===== config.mk =====
export PLATFORM = sky130hd
export DESIGN_NAME = acg_ctrl
export DESIGN_NICKNAME = d
export VERILOG_FILES = /design/src/hdl/acg_pkg.sv /design/src/hdl/acg_acc_if.sv /design/src/hdl/acg_accum.sv /design/src/hdl/acg_ctrl.sv
export SDC_FILE = /design/constraint.sdc
export NUM_CORES = 1
export LEC_CHECK = 0
export ABC_AREA = 0
export ABC_CLOCK_PERIOD_IN_PS = 3150
export BUFFER_PORTS_ARGS = -buffer_cell sky130_fd_sc_hd__buf_2
export CORE_ASPECT_RATIO = 1.1
export CORE_UTILIZATION = 60
export CTS_CLUSTER_DIAMETER = 30
export DETAILED_ROUTE_END_ITERATION = 12
export PLACE_DENSITY = 0.8
export SYNTH_ARGS = -nofsm -noshare
export SYNTH_HDL_FRONTEND = slang
export SYNTH_SLANG_ARGS = --single-unit

===== constraint.sdc =====
create_clock -name clk -period 3.15 [get_ports clk]
set_input_delay 0.1575 -clock clk [delete_from_list [all_inputs] [get_ports clk]]
set_output_delay 0.1575 -clock clk [all_outputs]
set_load 0.01 [all_outputs]

===== src/hdl/acg_pkg.sv =====
// Constants, register map and types for the converter sequencing block.
// Assumes an 8-bit register port, one 100 MHz clock and synchronous reset.
package acg_pkg;

  // Register byte addresses on the register port
  localparam logic [7:0] ACG_OFS_RES_LO  = 8'h00;
  localparam logic [7:0] ACG_OFS_RES_HI  = 8'h01;
  localparam logic [7:0] ACG_OFS_CFG     = 8'h02;
  localparam logic [7:0] ACG_OFS_CTL     = 8'h03;
  localparam logic [7:0] ACG_OFS_STAT    = 8'h04;
  localparam logic [7:0] ACG_OFS_MUX     = 8'h05;
  localparam logic [7:0] ACG_OFS_WLO_LO  = 8'h06;
  localparam logic [7:0] ACG_OFS_WLO_HI  = 8'h07;
  localparam logic [7:0] ACG_OFS_WHI_LO  = 8'h08;
  localparam logic [7:0] ACG_OFS_WHI_HI  = 8'h09;

  // Indirect gain register indices, written through the result pair
  localparam logic [7:0] ACG_GIDX_UPPER  = 8'h04;
  localparam logic [7:0] ACG_GIDX_LOWER  = 8'h07;
  localparam logic [7:0] ACG_GIDX_ADD    = 8'h08;

  // Field positions
  localparam int ACG_CFG_GAIN_ACC = 0;
  localparam int ACG_CFG_CNT_LSB  = 1;
  localparam int ACG_CTL_EN       = 0;
  localparam int ACG_CTL_BURST    = 1;
  localparam int ACG_CTL_TRIG_LSB = 2;
  localparam int ACG_CTL_START    = 4;
  localparam int ACG_CTL_WIN_IE   = 5;
  localparam int ACG_CTL_WIN_IN   = 6;
  localparam int ACG_CTL_DONE_IE  = 7;
  localparam int ACG_ST_DONE      = 0;
  localparam int ACG_ST_WIN       = 1;
  localparam int ACG_ST_BUSY      = 2;
  localparam int ACG_GADD_BIT     = 0;

  // Reset values
  localparam logic [7:0]  ACG_CFG_RST   = 8'h00;
  localparam logic [7:0]  ACG_CTL_RST   = 8'h00;
  localparam logic [7:0]  ACG_MUX_RST   = 8'h00;
  localparam logic [15:0] ACG_WLO_RST   = 16'h0000;
  localparam logic [15:0] ACG_WHI_RST   = 16'hFFFF;
  localparam logic [7:0]  ACG_GAIN_RST  = 8'h00;
  localparam logic [15:0] ACG_RES_RST   = 16'h0000;

  // Trigger sources
  localparam logic [1:0] ACG_TRIG_SW   = 2'h0;
  localparam logic [1:0] ACG_TRIG_TMR1 = 2'h1;
  localparam logic [1:0] ACG_TRIG_TMR2 = 2'h2;
  localparam logic [1:0] ACG_TRIG_PIN  = 2'h3;

  // Timing: 200 ksps gives a least sample period of 5000 ns
  localparam int CLK_PERIOD_NS     = 10;
  localparam int SAMPLE_PERIOD_NS  = 5000;
  localparam int SAMPLE_PERIOD_CYC = (SAMPLE_PERIOD_NS + CLK_PERIOD_NS - 1) / CLK_PERIOD_NS;
  localparam logic [8:0] ACG_SAMPLE_GAP = 9'(SAMPLE_PERIOD_CYC - 1);
  localparam int ACG_WAKE_CYC      = 4;

  typedef enum logic [2:0] {
    ACG_IDLE  = 3'b000,
    ACG_WAKE  = 3'b001,
    ACG_TRACK = 3'b010,
    ACG_WAIT  = 3'b011,
    ACG_FIN   = 3'b100
  } acg_state_e;

  // Accumulation count select: 1, 4, 8 or 16 samples
  function automatic logic [4:0] acg_count(input logic [1:0] sel);
    unique case (sel)
      2'h0: acg_count = 5'h01;
      2'h1: acg_count = 5'h04;
      2'h2: acg_count = 5'h08;
      2'h3: acg_count = 5'h10;
    endcase
  endfunction

endpackage


===== src/hdl/acg_acc_if.sv =====
// Carrier between the sequencer and its sample accumulator.
// Assumes both ends share clk and rst of the top module.
`timescale 1ns/10ps
interface acg_acc_if;
  logic        clr;
  logic        add;
  logic [11:0] smp;
  logic [15:0] sum;
  modport ctl (output clr, output add, output smp, input sum);
  modport acc (input clr, input add, input smp, output sum);
endinterface


===== src/hdl/acg_accum.sv =====
// Sample accumulator: clears on request, adds one 12-bit sample per strobe.
// Assumes clear and add never come in the same cycle; clear wins if they do.
`timescale 1ns/10ps
module acg_accum (
  input wire logic clk,
  input wire logic rst,
  acg_acc_if.acc   bus
);

  typedef struct packed {
    logic [15:0] sum;
  } acg_acc_s;

  acg_acc_s r_r;
  acg_acc_s r_nxt;

  always_comb begin
    r_nxt = r_r;
    if (bus.clr) begin
      r_nxt.sum = 16'h0000;
    end else if (bus.add) begin
      r_nxt.sum = r_r.sum + {4'h0, bus.smp};
    end
  end

  always_ff @(posedge clk) begin
    if (rst) begin
      r_r <= '0;
    end else begin
      r_r <= r_nxt;
    end
  end

  assign bus.sum = r_r.sum;
endmodule


===== src/hdl/acg_ctrl.sv =====
// Converter sequencing, result, window and indirect gain register logic.
// Assumes a SAR core that answers each sample request with sample_valid.
//
// Summary of operation
// - Conversion starts on software, timer 1, timer 2 or pin, as selected.
// - Done flag and optional interrupt only after 1, 4, 8 or 16 samples.
// - Accumulated 12 to 16 bit sum is latched into the result pair.
// - Burst mode wakes the converter, samples, then shuts it down again.
// - Window interrupt only when result is inside, or outside, the limits.
// - Input select chooses pins, temperature sensor or supply, against ground.
// - Samples are spaced for at most 200 ksps.
// - Software can shut the converter down.
// - With gain access set, result pair writes go to gain registers.
// - High result write selects gain index, low result write stores data.
// - Gain registers are write-only; no read returns them.
// - Gain indices are 0x04 upper, 0x07 lower nibble, 0x08 add.
// - Gain is the 12-bit word over 4096, plus 1/64 when add bit set.
// - Lower gain register holds low four bits in its upper nibble.
`timescale 1ns/10ps
module acg_ctrl #(
  parameter int WAKE_CYC = acg_pkg::ACG_WAKE_CYC
) (
  input  wire logic        clk,
  input  wire logic        rst,
  input  wire logic [7:0]  reg_addr,
  input  wire logic        reg_wr,
  input  wire logic        reg_rd,
  input  wire logic [7:0]  reg_wdata,
  output logic      [7:0]  reg_rdata,
  input  wire logic        tmr1_ovf,
  input  wire logic        tmr2_ovf,
  input  wire logic        cnv_start,
  input  wire logic        sample_valid,
  input  wire logic [11:0] sample_data,
  output logic             sample_req,
  output logic             conv_power,
  output logic      [7:0]  input_sel,
  output logic      [11:0] gain_word,
  output logic             gain_add,
  output logic             irq
);

  typedef struct packed {
    acg_pkg::acg_state_e st;
    logic [8:0]          gap;
    logic [4:0]          left;
    logic [3:0]          wake;
    logic [15:0]         result;
    logic [7:0]          cfg;
    logic [7:0]          ctl;
    logic [7:0]          mux;
    logic [15:0]         wlo;
    logic [15:0]         whi;
    logic                done;
    logic                win;
    logic [7:0]          gidx;
    logic [7:0]          g_up;
    logic [7:0]          g_lo;
    logic [7:0]          g_add;
    logic [11:0]         g_app;
    logic                gadd_app;
    logic [7:0]          rdata;
    logic                irq;
    logic                req;
    logic                power;
    logic                pin_prev;
  } acg_ctrl_s;

  acg_ctrl_s   r_r;
  acg_ctrl_s   r_nxt;
  acg_acc_if   acc ();

  acg_accum u_accum (
    .clk (clk),
    .rst (rst),
    .bus (acc)
  );

  logic        trig;
  logic        gacc;
  logic        wr_clr_done;
  logic        wr_clr_win;
  logic        in_win;
  logic [15:0] wake_len;

  always_comb begin
    r_nxt       = r_r;
    acc.clr     = 1'b0;
    acc.add     = 1'b0;
    acc.smp     = sample_data;
    gacc        = r_r.cfg[acg_pkg::ACG_CFG_GAIN_ACC];
    wake_len    = 16'(WAKE_CYC - 1);
    in_win      = (acc.sum >= r_r.wlo) && (acc.sum <= r_r.whi);
    trig        = 1'b0;
    wr_clr_done = 1'b0;
    wr_clr_win  = 1'b0;
    r_nxt.req   = 1'b0;
    r_nxt.pin_prev = cnv_start;
    //////////////////////////////////////////////////////////////////////////
    // Trigger selection; the pin starts on its rising edge
    unique case (r_r.ctl[acg_pkg::ACG_CTL_TRIG_LSB +: 2])
      acg_pkg::ACG_TRIG_SW:   trig = reg_wr && reg_addr == acg_pkg::ACG_OFS_CTL
                                     && reg_wdata[acg_pkg::ACG_CTL_START];
      acg_pkg::ACG_TRIG_TMR1: trig = tmr1_ovf;
      acg_pkg::ACG_TRIG_TMR2: trig = tmr2_ovf;
      acg_pkg::ACG_TRIG_PIN:  trig = cnv_start && !r_r.pin_prev;
    endcase
    //////////////////////////////////////////////////////////////////////////
    // Register writes
    if (reg_wr) begin
      unique case (reg_addr)
        acg_pkg::ACG_OFS_RES_HI: if (gacc) r_nxt.gidx = reg_wdata;
        acg_pkg::ACG_OFS_RES_LO: if (gacc) begin
          if (r_r.gidx == acg_pkg::ACG_GIDX_UPPER) r_nxt.g_up = reg_wdata;
          if (r_r.gidx == acg_pkg::ACG_GIDX_LOWER) r_nxt.g_lo = reg_wdata;
          if (r_r.gidx == acg_pkg::ACG_GIDX_ADD)   r_nxt.g_add = reg_wdata;
        end
        acg_pkg::ACG_OFS_CFG:    r_nxt.cfg = reg_wdata;
        acg_pkg::ACG_OFS_CTL:    r_nxt.ctl = reg_wdata & ~(8'h01 << acg_pkg::ACG_CTL_START);
        acg_pkg::ACG_OFS_STAT: begin
          wr_clr_done = reg_wdata[acg_pkg::ACG_ST_DONE];
          wr_clr_win  = reg_wdata[acg_pkg::ACG_ST_WIN];
        end
        acg_pkg::ACG_OFS_MUX:    r_nxt.mux = reg_wdata;
        acg_pkg::ACG_OFS_WLO_LO: r_nxt.wlo[7:0]  = reg_wdata;
        acg_pkg::ACG_OFS_WLO_HI: r_nxt.wlo[15:8] = reg_wdata;
        acg_pkg::ACG_OFS_WHI_LO: r_nxt.whi[7:0]  = reg_wdata;
        acg_pkg::ACG_OFS_WHI_HI: r_nxt.whi[15:8] = reg_wdata;
        default: ;
      endcase
    end
    // Flags: write one clears, a same-cycle set below wins
    if (wr_clr_done) r_nxt.done = 1'b0;
    if (wr_clr_win)  r_nxt.win  = 1'b0;
    //////////////////////////////////////////////////////////////////////////
    // Sequencer
    if (r_r.gap != 9'h000) r_nxt.gap = r_r.gap - 9'h001;
    unique case (r_r.st)
      acg_pkg::ACG_IDLE: begin
        if (trig && (r_r.ctl[acg_pkg::ACG_CTL_EN] || r_r.ctl[acg_pkg::ACG_CTL_BURST])) begin
          acc.clr        = 1'b1;
          r_nxt.left     = acg_pkg::acg_count(r_r.cfg[acg_pkg::ACG_CFG_CNT_LSB +: 2]);
          r_nxt.g_app    = {r_r.g_up, r_r.g_lo[7:4]};
          r_nxt.gadd_app = r_r.g_add[acg_pkg::ACG_GADD_BIT];
          r_nxt.wake     = wake_len[3:0];
          r_nxt.st       = r_r.ctl[acg_pkg::ACG_CTL_EN] ? acg_pkg::ACG_TRACK : acg_pkg::ACG_WAKE;
        end
      end
      acg_pkg::ACG_WAKE: begin
        r_nxt.wake = r_r.wake - 4'h1;
        if (r_r.wake == 4'h0) r_nxt.st = acg_pkg::ACG_TRACK;
      end
      acg_pkg::ACG_TRACK: begin
        if (r_r.gap == 9'h000) begin
          r_nxt.req = 1'b1;
          r_nxt.gap = acg_pkg::ACG_SAMPLE_GAP;
          r_nxt.st  = acg_pkg::ACG_WAIT;
        end
      end
      acg_pkg::ACG_WAIT: begin
        if (sample_valid) begin
          acc.add    = 1'b1;
          r_nxt.left = r_r.left - 5'h01;
          r_nxt.st   = (r_r.left == 5'h01) ? acg_pkg::ACG_FIN : acg_pkg::ACG_TRACK;
        end
      end
      acg_pkg::ACG_FIN: begin
        r_nxt.result = acc.sum;
        r_nxt.done   = 1'b1;
        if (in_win == r_r.ctl[acg_pkg::ACG_CTL_WIN_IN]) r_nxt.win = 1'b1;
        r_nxt.st     = acg_pkg::ACG_IDLE;
      end
      default: r_nxt.st = acg_pkg::ACG_IDLE;
    endcase
    // Shut down unless enabled, or a conversion is in progress
    r_nxt.power = r_nxt.ctl[acg_pkg::ACG_CTL_EN] || (r_nxt.st != acg_pkg::ACG_IDLE);
    r_nxt.irq = (r_nxt.done && r_nxt.ctl[acg_pkg::ACG_CTL_DONE_IE])
             || (r_nxt.win && r_nxt.ctl[acg_pkg::ACG_CTL_WIN_IE]);
    //////////////////////////////////////////////////////////////////////////
    // Read path; gain registers have no read decode
    if (reg_rd) begin
      unique case (reg_addr)
        acg_pkg::ACG_OFS_RES_LO: r_nxt.rdata = r_r.result[7:0];
        acg_pkg::ACG_OFS_RES_HI: r_nxt.rdata = r_r.result[15:8];
        acg_pkg::ACG_OFS_CFG:    r_nxt.rdata = r_r.cfg;
        acg_pkg::ACG_OFS_CTL:    r_nxt.rdata = r_r.ctl;
        acg_pkg::ACG_OFS_STAT:   r_nxt.rdata = {5'h00, r_r.st != acg_pkg::ACG_IDLE, r_r.win, r_r.done};
        acg_pkg::ACG_OFS_MUX:    r_nxt.rdata = r_r.mux;
        acg_pkg::ACG_OFS_WLO_LO: r_nxt.rdata = r_r.wlo[7:0];
        acg_pkg::ACG_OFS_WLO_HI: r_nxt.rdata = r_r.wlo[15:8];
        acg_pkg::ACG_OFS_WHI_LO: r_nxt.rdata = r_r.whi[7:0];
        acg_pkg::ACG_OFS_WHI_HI: r_nxt.rdata = r_r.whi[15:8];
        default:                 r_nxt.rdata = 8'h00;
      endcase
    end
  end

  always_ff @(posedge clk) begin
    if (rst) begin
      r_r        <= '0;
      r_r.st     <= acg_pkg::ACG_IDLE;
      r_r.cfg    <= acg_pkg::ACG_CFG_RST;
      r_r.ctl    <= acg_pkg::ACG_CTL_RST;
      r_r.mux    <= acg_pkg::ACG_MUX_RST;
      r_r.wlo    <= acg_pkg::ACG_WLO_RST;
      r_r.whi    <= acg_pkg::ACG_WHI_RST;
      r_r.result <= acg_pkg::ACG_RES_RST;
      r_r.g_up   <= acg_pkg::ACG_GAIN_RST;
      r_r.g_lo   <= acg_pkg::ACG_GAIN_RST;
      r_r.g_add  <= acg_pkg::ACG_GAIN_RST;
    end else begin
      r_r <= r_nxt;
    end
  end

  assign reg_rdata  = r_r.rdata;
  assign sample_req = r_r.req;
  assign conv_power = r_r.power;
  assign input_sel  = r_r.mux;
  assign gain_word  = r_r.g_app;
  assign gain_add   = r_r.gadd_app;
  assign irq        = r_r.irq;

  ////////////////////////////////////////////////////////////////////////////
  // Checks; spacing helper counts cycles since the last sample request
  logic [9:0] since_r;
  always_ff @(posedge clk) begin
    if (rst) begin
      since_r <= 10'h3FF;
    end else if (r_r.req) begin
      since_r <= 10'h001;
    end else if (since_r != 10'h3FF) begin
      since_r <= since_r + 10'h001;
    end
  end
endmodule


### After elaboration in Yosys (flattened, before gate mapping)

Index checks and enable logic that the tools add are counted.

| cells by class | value |
|---|---|
| add/sub/neg operators | 4 |
| $lt $le $gt $ge | 2 |
| equal/unequal tests | 26 |
| multiplexer cells | 36 |
| bitwise operators | 1 |
| reductions and logical operators | 38 |

Operators with widths:

| operator | number |
|---|---|
| $pmux W8 S10 | 1 |
| $eq A8 B3 Y1 const B | 6 |
| $mux W48 | 1 |
| $mux W8 | 6 |
| $mux W9 | 3 |
| $eq A8 B4 Y1 const B | 3 |
| $pmux W5 S4 | 1 |
| $reduce_and A2 Y1 | 9 |
| $add A16 B12 Y16 | 1 |
| $eq A8 B2 Y1 const B | 2 |
| $ge A16 B16 Y1 | 1 |
| $le A16 B16 Y1 | 1 |
| $mux W1 | 12 |
| $mux W12 | 1 |
| $mux W3 | 4 |
| $pmux W3 S4 | 1 |
| $reduce_and A4 Y1 | 3 |
| $pmux W5 S2 | 1 |
| $logic_not A9 Y1 | 1 |
| $reduce_bool A9 Y1 | 1 |
| $sub A9 B1 Y9 const B | 1 |
| $eq A2 B2 Y1 const B | 4 |
| $eq A8 B1 Y1 const B | 1 |
| $logic_not A8 Y1 | 1 |
| other kinds (24) | 41 |

| storage, ports and cells | value |
|---|---|
| register bits | 160 |
| bits of input ports | 36 |
| output and inout port bits | 32 |
| logic and storage cells | 134 |

### Depth between registers and ports, before layout

Gate-level depths: netlist of run 1.

| logic depth | value |
|---|---|
| word-level depth | 9 |
| mapped depth | 10 |
| depth with buffers taken out | 10 |

### By module

Synthesis of run 1 repeated with hierarchy kept, for this count alone.

| unflattened totals | value |
|---|---|
| cell total of the unflattened synthesis | 976 |
| area, all modules | 8282.9 µm² |

Modules (own cells, without submodules):

| module | times used | cells an instance | area an instance (µm²) | sequential area each (µm²) |
|---|---|---|---|---|
| acg_ctrl | 1 | 828 | 7040.5 | 2802.7 |
| acg_accum | 1 | 148 | 1242.4 | 320.3 |

### Worst setup path after synthesis of run 1

OpenSTA, ideal clock, no wires.

| timing | value |
|---|---|
| path type | reg-to-reg |
| start | reg u_accum.r_r (netlist bit u_accum.bus.sum[6]) |
| end | reg u_accum.r_r (netlist bit u_accum.bus.sum[11]) |
| setup time | 70 ps |
| data arrival time | 2148 ps |
| required time | 3080 ps |
| setup slack | 932 ps |
| cell stages (with the launch flop) | 8 |
| path buffers | 0 |
| period minus slack after synthesis | 2218 ps |
| cell sequence | dfxtp_1 > ha_1 > a21o_1 > a21o_1 > a2111oi_0 > a211oi_1 > or3_1 > a21oi_1 |

| on the way | value |
|---|---|
| word-level cells in the longest chain between the ends | 1 |

Ends and longest elaborated chain:

| item | RTL line | text |
|---|---|---|
| from (decl) | acg_accum.sv:14 | `acg_acc_s r_r;` |
| from (signal assigned) | acg_accum.sv:30 | `r_r <= r_nxt;` |
| $add A16 B12 Y16 | acg_accum.sv:22 | `r_nxt.sum = r_r.sum + {4'h0, bus.smp};` |

No other way between the ends.
A chain may end at the register's enable or synchronous reset.

### Worst setup path in the final report of run 1

| timing | value |
|---|---|
| start | reg u_accum.r_r (netlist bit u_accum.bus.sum[6]) |
| end | reg u_accum.r_r (netlist bit u_accum.bus.sum[13]) |

Same word-level chain as after synthesis.

==> results of run 1 <==
[flip-flops by register name, summed over array words and instances (netlist names)]
signal,flops
gain_word,12
reg_rdata,8
gacc,1
r_r,107
irq,1
u_accum.bus.sum,16
sample_req,1
gain_add,1
conv_power,1
input_sel,8
[where the power goes]
part / internal [W] / switching, W
combinational: 0.000160 / 0.000251
clock: 0.00135 / 0.000839
sequential: 0.00201 / 0.0000384
[stage by stage]
stage	area (µm²)	util, %	hold WS (ns)
6_report	9070	68.4	0.0413
3_5_place_dp	8430	63.5	0.401
2_1_floorplan	8190	-	0.253
5_1_grt	9070	68.4	0.0932
3_3_place_gp	8430	63.5	0.405
4_1_cts	9070	68.4	0.0467
[layer usage]
layer  up-vias  global-route usage, %  share of wire, %
li1       3462                      -                 -
met1      3338                   38.8                42
met2       316                   49.5                47
met3        68                   5.06               6.6
met4         0                   17.9               4.1
met5         -                      0                 0
[worst max-delay path, stage by stage, from the launching register on]
cell	delay (ns)
dfxtp_1	0.43
ha_1	0.33
a21o_1	0.22
a21o_1	0.20
a2111oi_0	0.53
a211oi_1	0.22
o211ai_1	0.26
xor2_1	0.16
nor2_1	0.05
[area by class of cell]
cell class | instances | area (µm²) | area share [%]
sequential | 156 | 3120 | 34.4
clock inverter | 14 | 194 | 2.14
inverter | 49 | 184 | 2.03
timing repair buffer | 81 | 445 | 4.91
tap | 184 | 230 | 2.54
multi-input combinational | 696 | 4460 | 49.1
clock buffer | 18 | 439 | 4.84
[cell usage in the layout (no fill, tap or decap), drive strengths merged, types with 20 or more instances in the layout]
| cell | count |
|---|---|
| a21oi | 92 |
| buf | 80 |
| dfxtp | 156 |
| ha | 51 |
| inv | 50 |
| mux2i | 61 |
| nand2 | 135 |
| nor2 | 93 |
| nor3 | 20 |
| o21ai | 35 |
[kinds of logic after synthesis]
group / Yosys count
buffers and inverters: 132
AOI/OAI and AO/OA: 226
DFF: 156
muxes: 67
adders and majority gates: 52
and+or+nand+nor: 339
xor gates and xnor gates: 12
[worst min-delay path by stage]
stage | end | slack, ns | cells past startpoint
3_5_place_dp | r_r[0] | 0.40 | 2
2_1_floorplan | r_r[104] | 0.25 | 1
6_report | reg_rdata[4] | 0.04 | 3
3_3_place_gp | r_r[0] | 0.40 | 2
5_1_grt | reg_rdata[4] | 0.09 | 3
4_1_cts | reg_rdata[4] | 0.05 | 3
[timing repair]
item,CTS,global route
buffers inserted,0,0
hold buffers,1,0
endpoints found under the hold margin,1,0
resized for setup,0,0
==> summary.txt, run 1 <==
Outcome - finished clean
Hold Violations, Final - 0
I/O pin cnt - 68
TritonCTS Sinks - 156
Root buf cell - clkbuf_16
Clock Path Buffers - 2
Critical Path AT - 2.83 ns
Compound-Gate Fraction of Synth Area - 17.3%
Hold Crit Class - primary input to flip-flop
Fin cells - 1198
GRT overflow - 0
Largest family of logic cells by synthesized area - simple AND/OR/NAND/NOR gates
Reg2Reg Setup Slack - 0.64 ns
DR vias - 7184
Mapped Area - 8190 µm²
Largest area contributor in the synthesized netlist - dfxtp_1
N_diodes - 0
CP Class - flip-flop to flip-flop
Syn. warnings - 0
Relative slew slack - 44.3%
Total routed wirelength - 21.3 mm
Post-synth top area share - 38.2%
Layout area overhead - 10.8%
Setup TNS - 0 ns
Synth Area per Inst - 8.32 µm²
Slew @ Worst Pin - 0.835 ns
Worst r2r src - u_accum.bus.sum[6]
Site Rows - 44
Place WS - 0.619 ns
Final worst-path cycle share - 79.7%
Tot Pwr - 0.00465 W
Input/output buffers - 67
Worst-path maximum fanout - 6
Seq/Total Area, Yosys - 38.2%
Final Max Tran Viols - 0
DR vias/cell - 6.00
Reg2Reg Depth - 8
Initial drt markers - 647
Starting Density - 61.7%
Hold_sp - reg_rd
Number of flops mapped to enable cells by yosys - 0
First-pass GRT wire length - 33.7 mm
GPL Wtd Cong - 0.969
Antenna Violating Nets Remaining - 0
Startpoint Class - flip-flop
Simple-gate share of the synthesized area - 19.3%
Dpl cells - 1165
Asr flop ratio synth - 0%
#FFs+latches synth - 156
Chip width - 113 µm
Clk_lat worst skew - 0.44 ns
Register clock-pin slew on the reported worst setup and hold paths - 0.06 ns
Synth top cells by count - 156 x dfxtp_1, 135 x nand2_1, 92 x a21oi_1
Ranking of synthesized cells by area - dfxtp_1 38%, ha_1 7.8%, mux2i_1 7.5%
Initial antenna violation count - 0
Endpoints failing setup - 0
Die Span Y - 125 µm
Core Area - 13300 µm²
Top-count cell post-synth - dfxtp_1
Max IR drop VDD - 0.000377 V
XOR/XNOR Fraction of Synth Area - 1.28%
WP data required - 3.46 ns
Share of cells above drive strength 1 - 12.9%
Worst Setup SP - u_accum.bus.sum[6]
Final clock skew - 0.00587 ns
Vias in the first global route - 6587
Ys flop type - dfxtp_1
Peak Freq - 0.398 GHz
Tot GR Track Use - 30.8%
Drt drc - 0
Worst setup path end - u_accum.bus.sum[13]
Die Area - 14100 µm²
# Max-Cap Violations - 0
Unrepaired setup endpoints after global routing - false
CTS buffer count - 17
H-tree levels - 4
Pre-antenna DRT Iters - 5
Netlist cell types - 63
Worst setup margin - 0.638 ns
Mux cell area share after synthesis - 8.42%
Detailed Place HPWL - 14.9 mm
CTS tree - built
Final nets - 1089
Detailed-route wire length per cell - 17.8 µm
Pin count of the biggest net entering global routing - 82
Gate Count Post-Synth - 984
R2r endpoint - u_accum.bus.sum[13]
Crit end category - flip-flop
Min Tclk post-route - 2.51 ns
Pwr Density - 512 nW/µm²
Filler Cell Count - 1081
Post-synthesis adder-cell area fraction - 8.04%
Synth Net Count - 1072
Leakage - 3.75 nW
Note: power is estimated with default switching activity, not from simulation.
==> inputs of run 2 (changes only) <==
--- a/config.mk
+++ b/config.mk
@@ -6,13 +6,13 @@
 export NUM_CORES = 1
 export LEC_CHECK = 0
 export ABC_AREA = 0
-export ABC_CLOCK_PERIOD_IN_PS = 3150
+export ABC_CLOCK_PERIOD_IN_PS = 2100
 export BUFFER_PORTS_ARGS = -buffer_cell sky130_fd_sc_hd__buf_2
 export CORE_ASPECT_RATIO = 1.1
-export CORE_UTILIZATION = 60
+export CORE_UTILIZATION = 54
 export CTS_CLUSTER_DIAMETER = 30
 export DETAILED_ROUTE_END_ITERATION = 12
-export PLACE_DENSITY = 0.8
+export PLACE_DENSITY = 0.76
 export SYNTH_ARGS = -nofsm -noshare
 export SYNTH_HDL_FRONTEND = slang
 export SYNTH_SLANG_ARGS = --single-unit
==> constraint.sdc (replaced) <==
create_clock -name clk -period 2.1 [get_ports clk]
set_input_delay 0.105 -clock clk [delete_from_list [all_inputs] [get_ports clk]]
set_output_delay 0.105 -clock clk [all_outputs]
set_load 0.01 [all_outputs]
==> run 2 against run 1 <==
Effect of this change:
- the run now ends with negative setup slack left
- critical path depth is 1 higher
- flip-flop and latch count unchanged
- combinational power up 60%
- final area is 8.3% higher
- sequential power up 50%
- wire length rose by 4.6%
- core utilization is 1.2 points lower
- critical endpoint is now r_r[57]
- largest cell class unchanged
==> summary.txt, run 2 (synthesis results as in run 1) <==
Worst-path maximum fanout - 3 (-3)
Final clock skew - 0.00742 ns (+0.00155 ns)
DR vias - 7512 (+4.6%)
Leakage - 4.14 nW (+10%)
TritonCTS Sinks - 156 (unchanged)
Pre-antenna DRT Iters - 5 (unchanged)
Min Tclk post-route - 2.17 ns (-0.344 ns)
Setup TNS - -0.0836 ns (-0.0836 ns)
Final Max Tran Viols - 0 (unchanged)
CTS buffer count - 17 (unchanged)
Biggest register - r_r
Slew @ Worst Pin - 0.656 ns (-0.179 ns)
Share of cells above drive strength 1 - 21.4% (+8.4 points)
Most common cell after layout, fill and taps aside - dfxtp_1
Pwr Density - 701 nW/µm² (+37%)
Filler Cell Count - 1221 (+13%)
Root buf cell - clkbuf_16
Max IR drop VDD - 0.000570 V (+51%)
Final worst-path cycle share - 103% (+23 points)
Detailed Place HPWL - 15.8 mm (+6.6%)
Clock Path Buffers - 2 (unchanged)
Final nets - 1166 (+7.1%)
Chip width - 119 µm (+5.3%)
Total routed wirelength - 22.2 mm (+4.6%)
GRT overflow - 0 (unchanged)
Fin cells - 1283 (+7.1%)
Pin count of the biggest net entering global routing - 47 (-43%)
Register clock-pin slew on the reported worst setup and hold paths - 0.07 ns (about the same)
N_diodes - 0 (unchanged)
Vias in the first global route - 6972 (+5.8%)
Tot GR Track Use - 28.7% (-2.1 points)
Layout area overhead - 20.0%
I/O pin cnt - 68 (unchanged)
Crit end category - flip-flop
Final instance area - 9830 µm² (+8.3%)
Failing checks - negative setup slack
Core Area - 14600 µm² (+10%)
CTS tree - built
Site Rows - 46 (+4.5%)
Hold Violations, Final - 0 (unchanged)
Detailed-route wire length per cell - 17.3 µm (-2.4%)
Antenna Violating Nets Remaining - 0 (unchanged)
Die Span Y - 131 µm (+5.3%)
Worst setup margin - -0.0676 ns (-0.706 ns)
Initial drt markers - 634 (-2.0%)
Die Area - 15700 µm² (+11%)
Max reg flops - 107 (unchanged)
H-tree levels - 4 (unchanged)
CP Class - flip-flop to flip-flop
Placed cell area - 9080 µm² (+7.8%)
Peak Freq - 0.461 GHz (+16%)
First-pass GRT wire length - 35.3 mm (+4.7%)
Endpoints failing setup - 2 (+2)
Drt drc - 0 (unchanged)
Hold Crit Class - primary input to flip-flop
Starting Density - 56.0% (-5.7 points)
# Max-Cap Violations - 0 (unchanged)
Outcome - finished with violations
Input/output buffers - 67 (unchanged)
Clk_lat worst skew - 0.44 ns (about the same)
Relative slew slack - 56.1% (+12 points)
Hold_ws - 0.0602 ns (+0.0189 ns)
GPL Wtd Cong - 0.941 (-2.9%)
Initial antenna violation count - 0 (unchanged)
WP data required - 2.48 ns (-0.98 ns)
Unrepaired setup endpoints after global routing - true
DR vias/cell - 5.86 (-2.4%)
Startpoint Class - flip-flop
Critical Path AT - 2.55 ns (-0.28 ns)
Dpl cells - 1249 (+7.2%)
Most frequent cells in the layout - 147 x dfxtp_1, 135 x nand2_1, 90 x nor2_1, 90 x a21oi_1, 86 x buf_4
-- run 2: routing by layer --
layer | track usage (%) | share of wire, % | up-vias
met5 | 0 | 0 | -
met4 | 15.3 | 4.3 | 0
met3 | 5.47 | 5.9 | 75
met2 | 47.3 | 48 | 285
met1 | 35.2 | 42 | 3527
li1 | - | - | 3625
-- run 2: cell type report --
| type | count | area, µm² | share of cell area, % |
|---|---|---|---|
| clock buffer | 19 | 453 | 4.61 |
| inverter | 49 | 184 | 1.87 |
| clock inverter | 13 | 155 | 1.58 |
| multi-input combinational | 696 | 4580 | 46.6 |
| sequential | 156 | 3140 | 31.9 |
| tap | 192 | 240 | 2.44 |
| timing repair buffer | 158 | 1080 | 11.0 |
-- run 2: worst paths after layout --
path	start	end	slack, ns	cells past startpoint
max	r_r[62]	r_r[57]	-0.07	9
min	sample_data[0]	u_accum.bus.sum[0]	0.06	4
max reg2reg	r_r[62]	r_r[57]	-0.07	9
min reg2reg	reg_rdata[7]	reg_rdata[7]	0.45	2
-- run 2: critical path: stages (launching register included) --
cell	delay, ns
dfxtp_1	0.34
inv_1	0.08
ha_1	0.33
nand4_1	0.17
nor4_2	0.07
or3_1	0.39
a21oi_2	0.17
a211oi_4	0.07
or4_1	0.41
nand3_1	0.09
-- run 2: power breakdown --
group          switching (W)  internal, W
combinational       0.000375     0.000280
sequential         0.0000571      0.00302
clock                0.00132      0.00184
-- run 2: metrics by stage --
stage / utilization [%] / worst slack, ns / total power, W
final: 67.2 / -0.0676 / 0.00689
after global routing: 67.2 / -0.126 / 0.00710
after CTS: 66.6 / -0.0421 / 0.00689
after detailed placement: 62.1 / -0.185 / 0.00378
after global placement: 62.1 / -0.107 / 0.00377
after floorplan: - / 0.0162 / 0.00358
-- run 2: what timing repair did --
item                                    in CTS  in global routing
gates resized for setup                     12                 19
hold buffers                                 2                  0
endpoints found under the setup margin      10                  8
hold endpoints to repair                     2                  0
setup buffers                                0                  1
pin swaps                                    5                 20
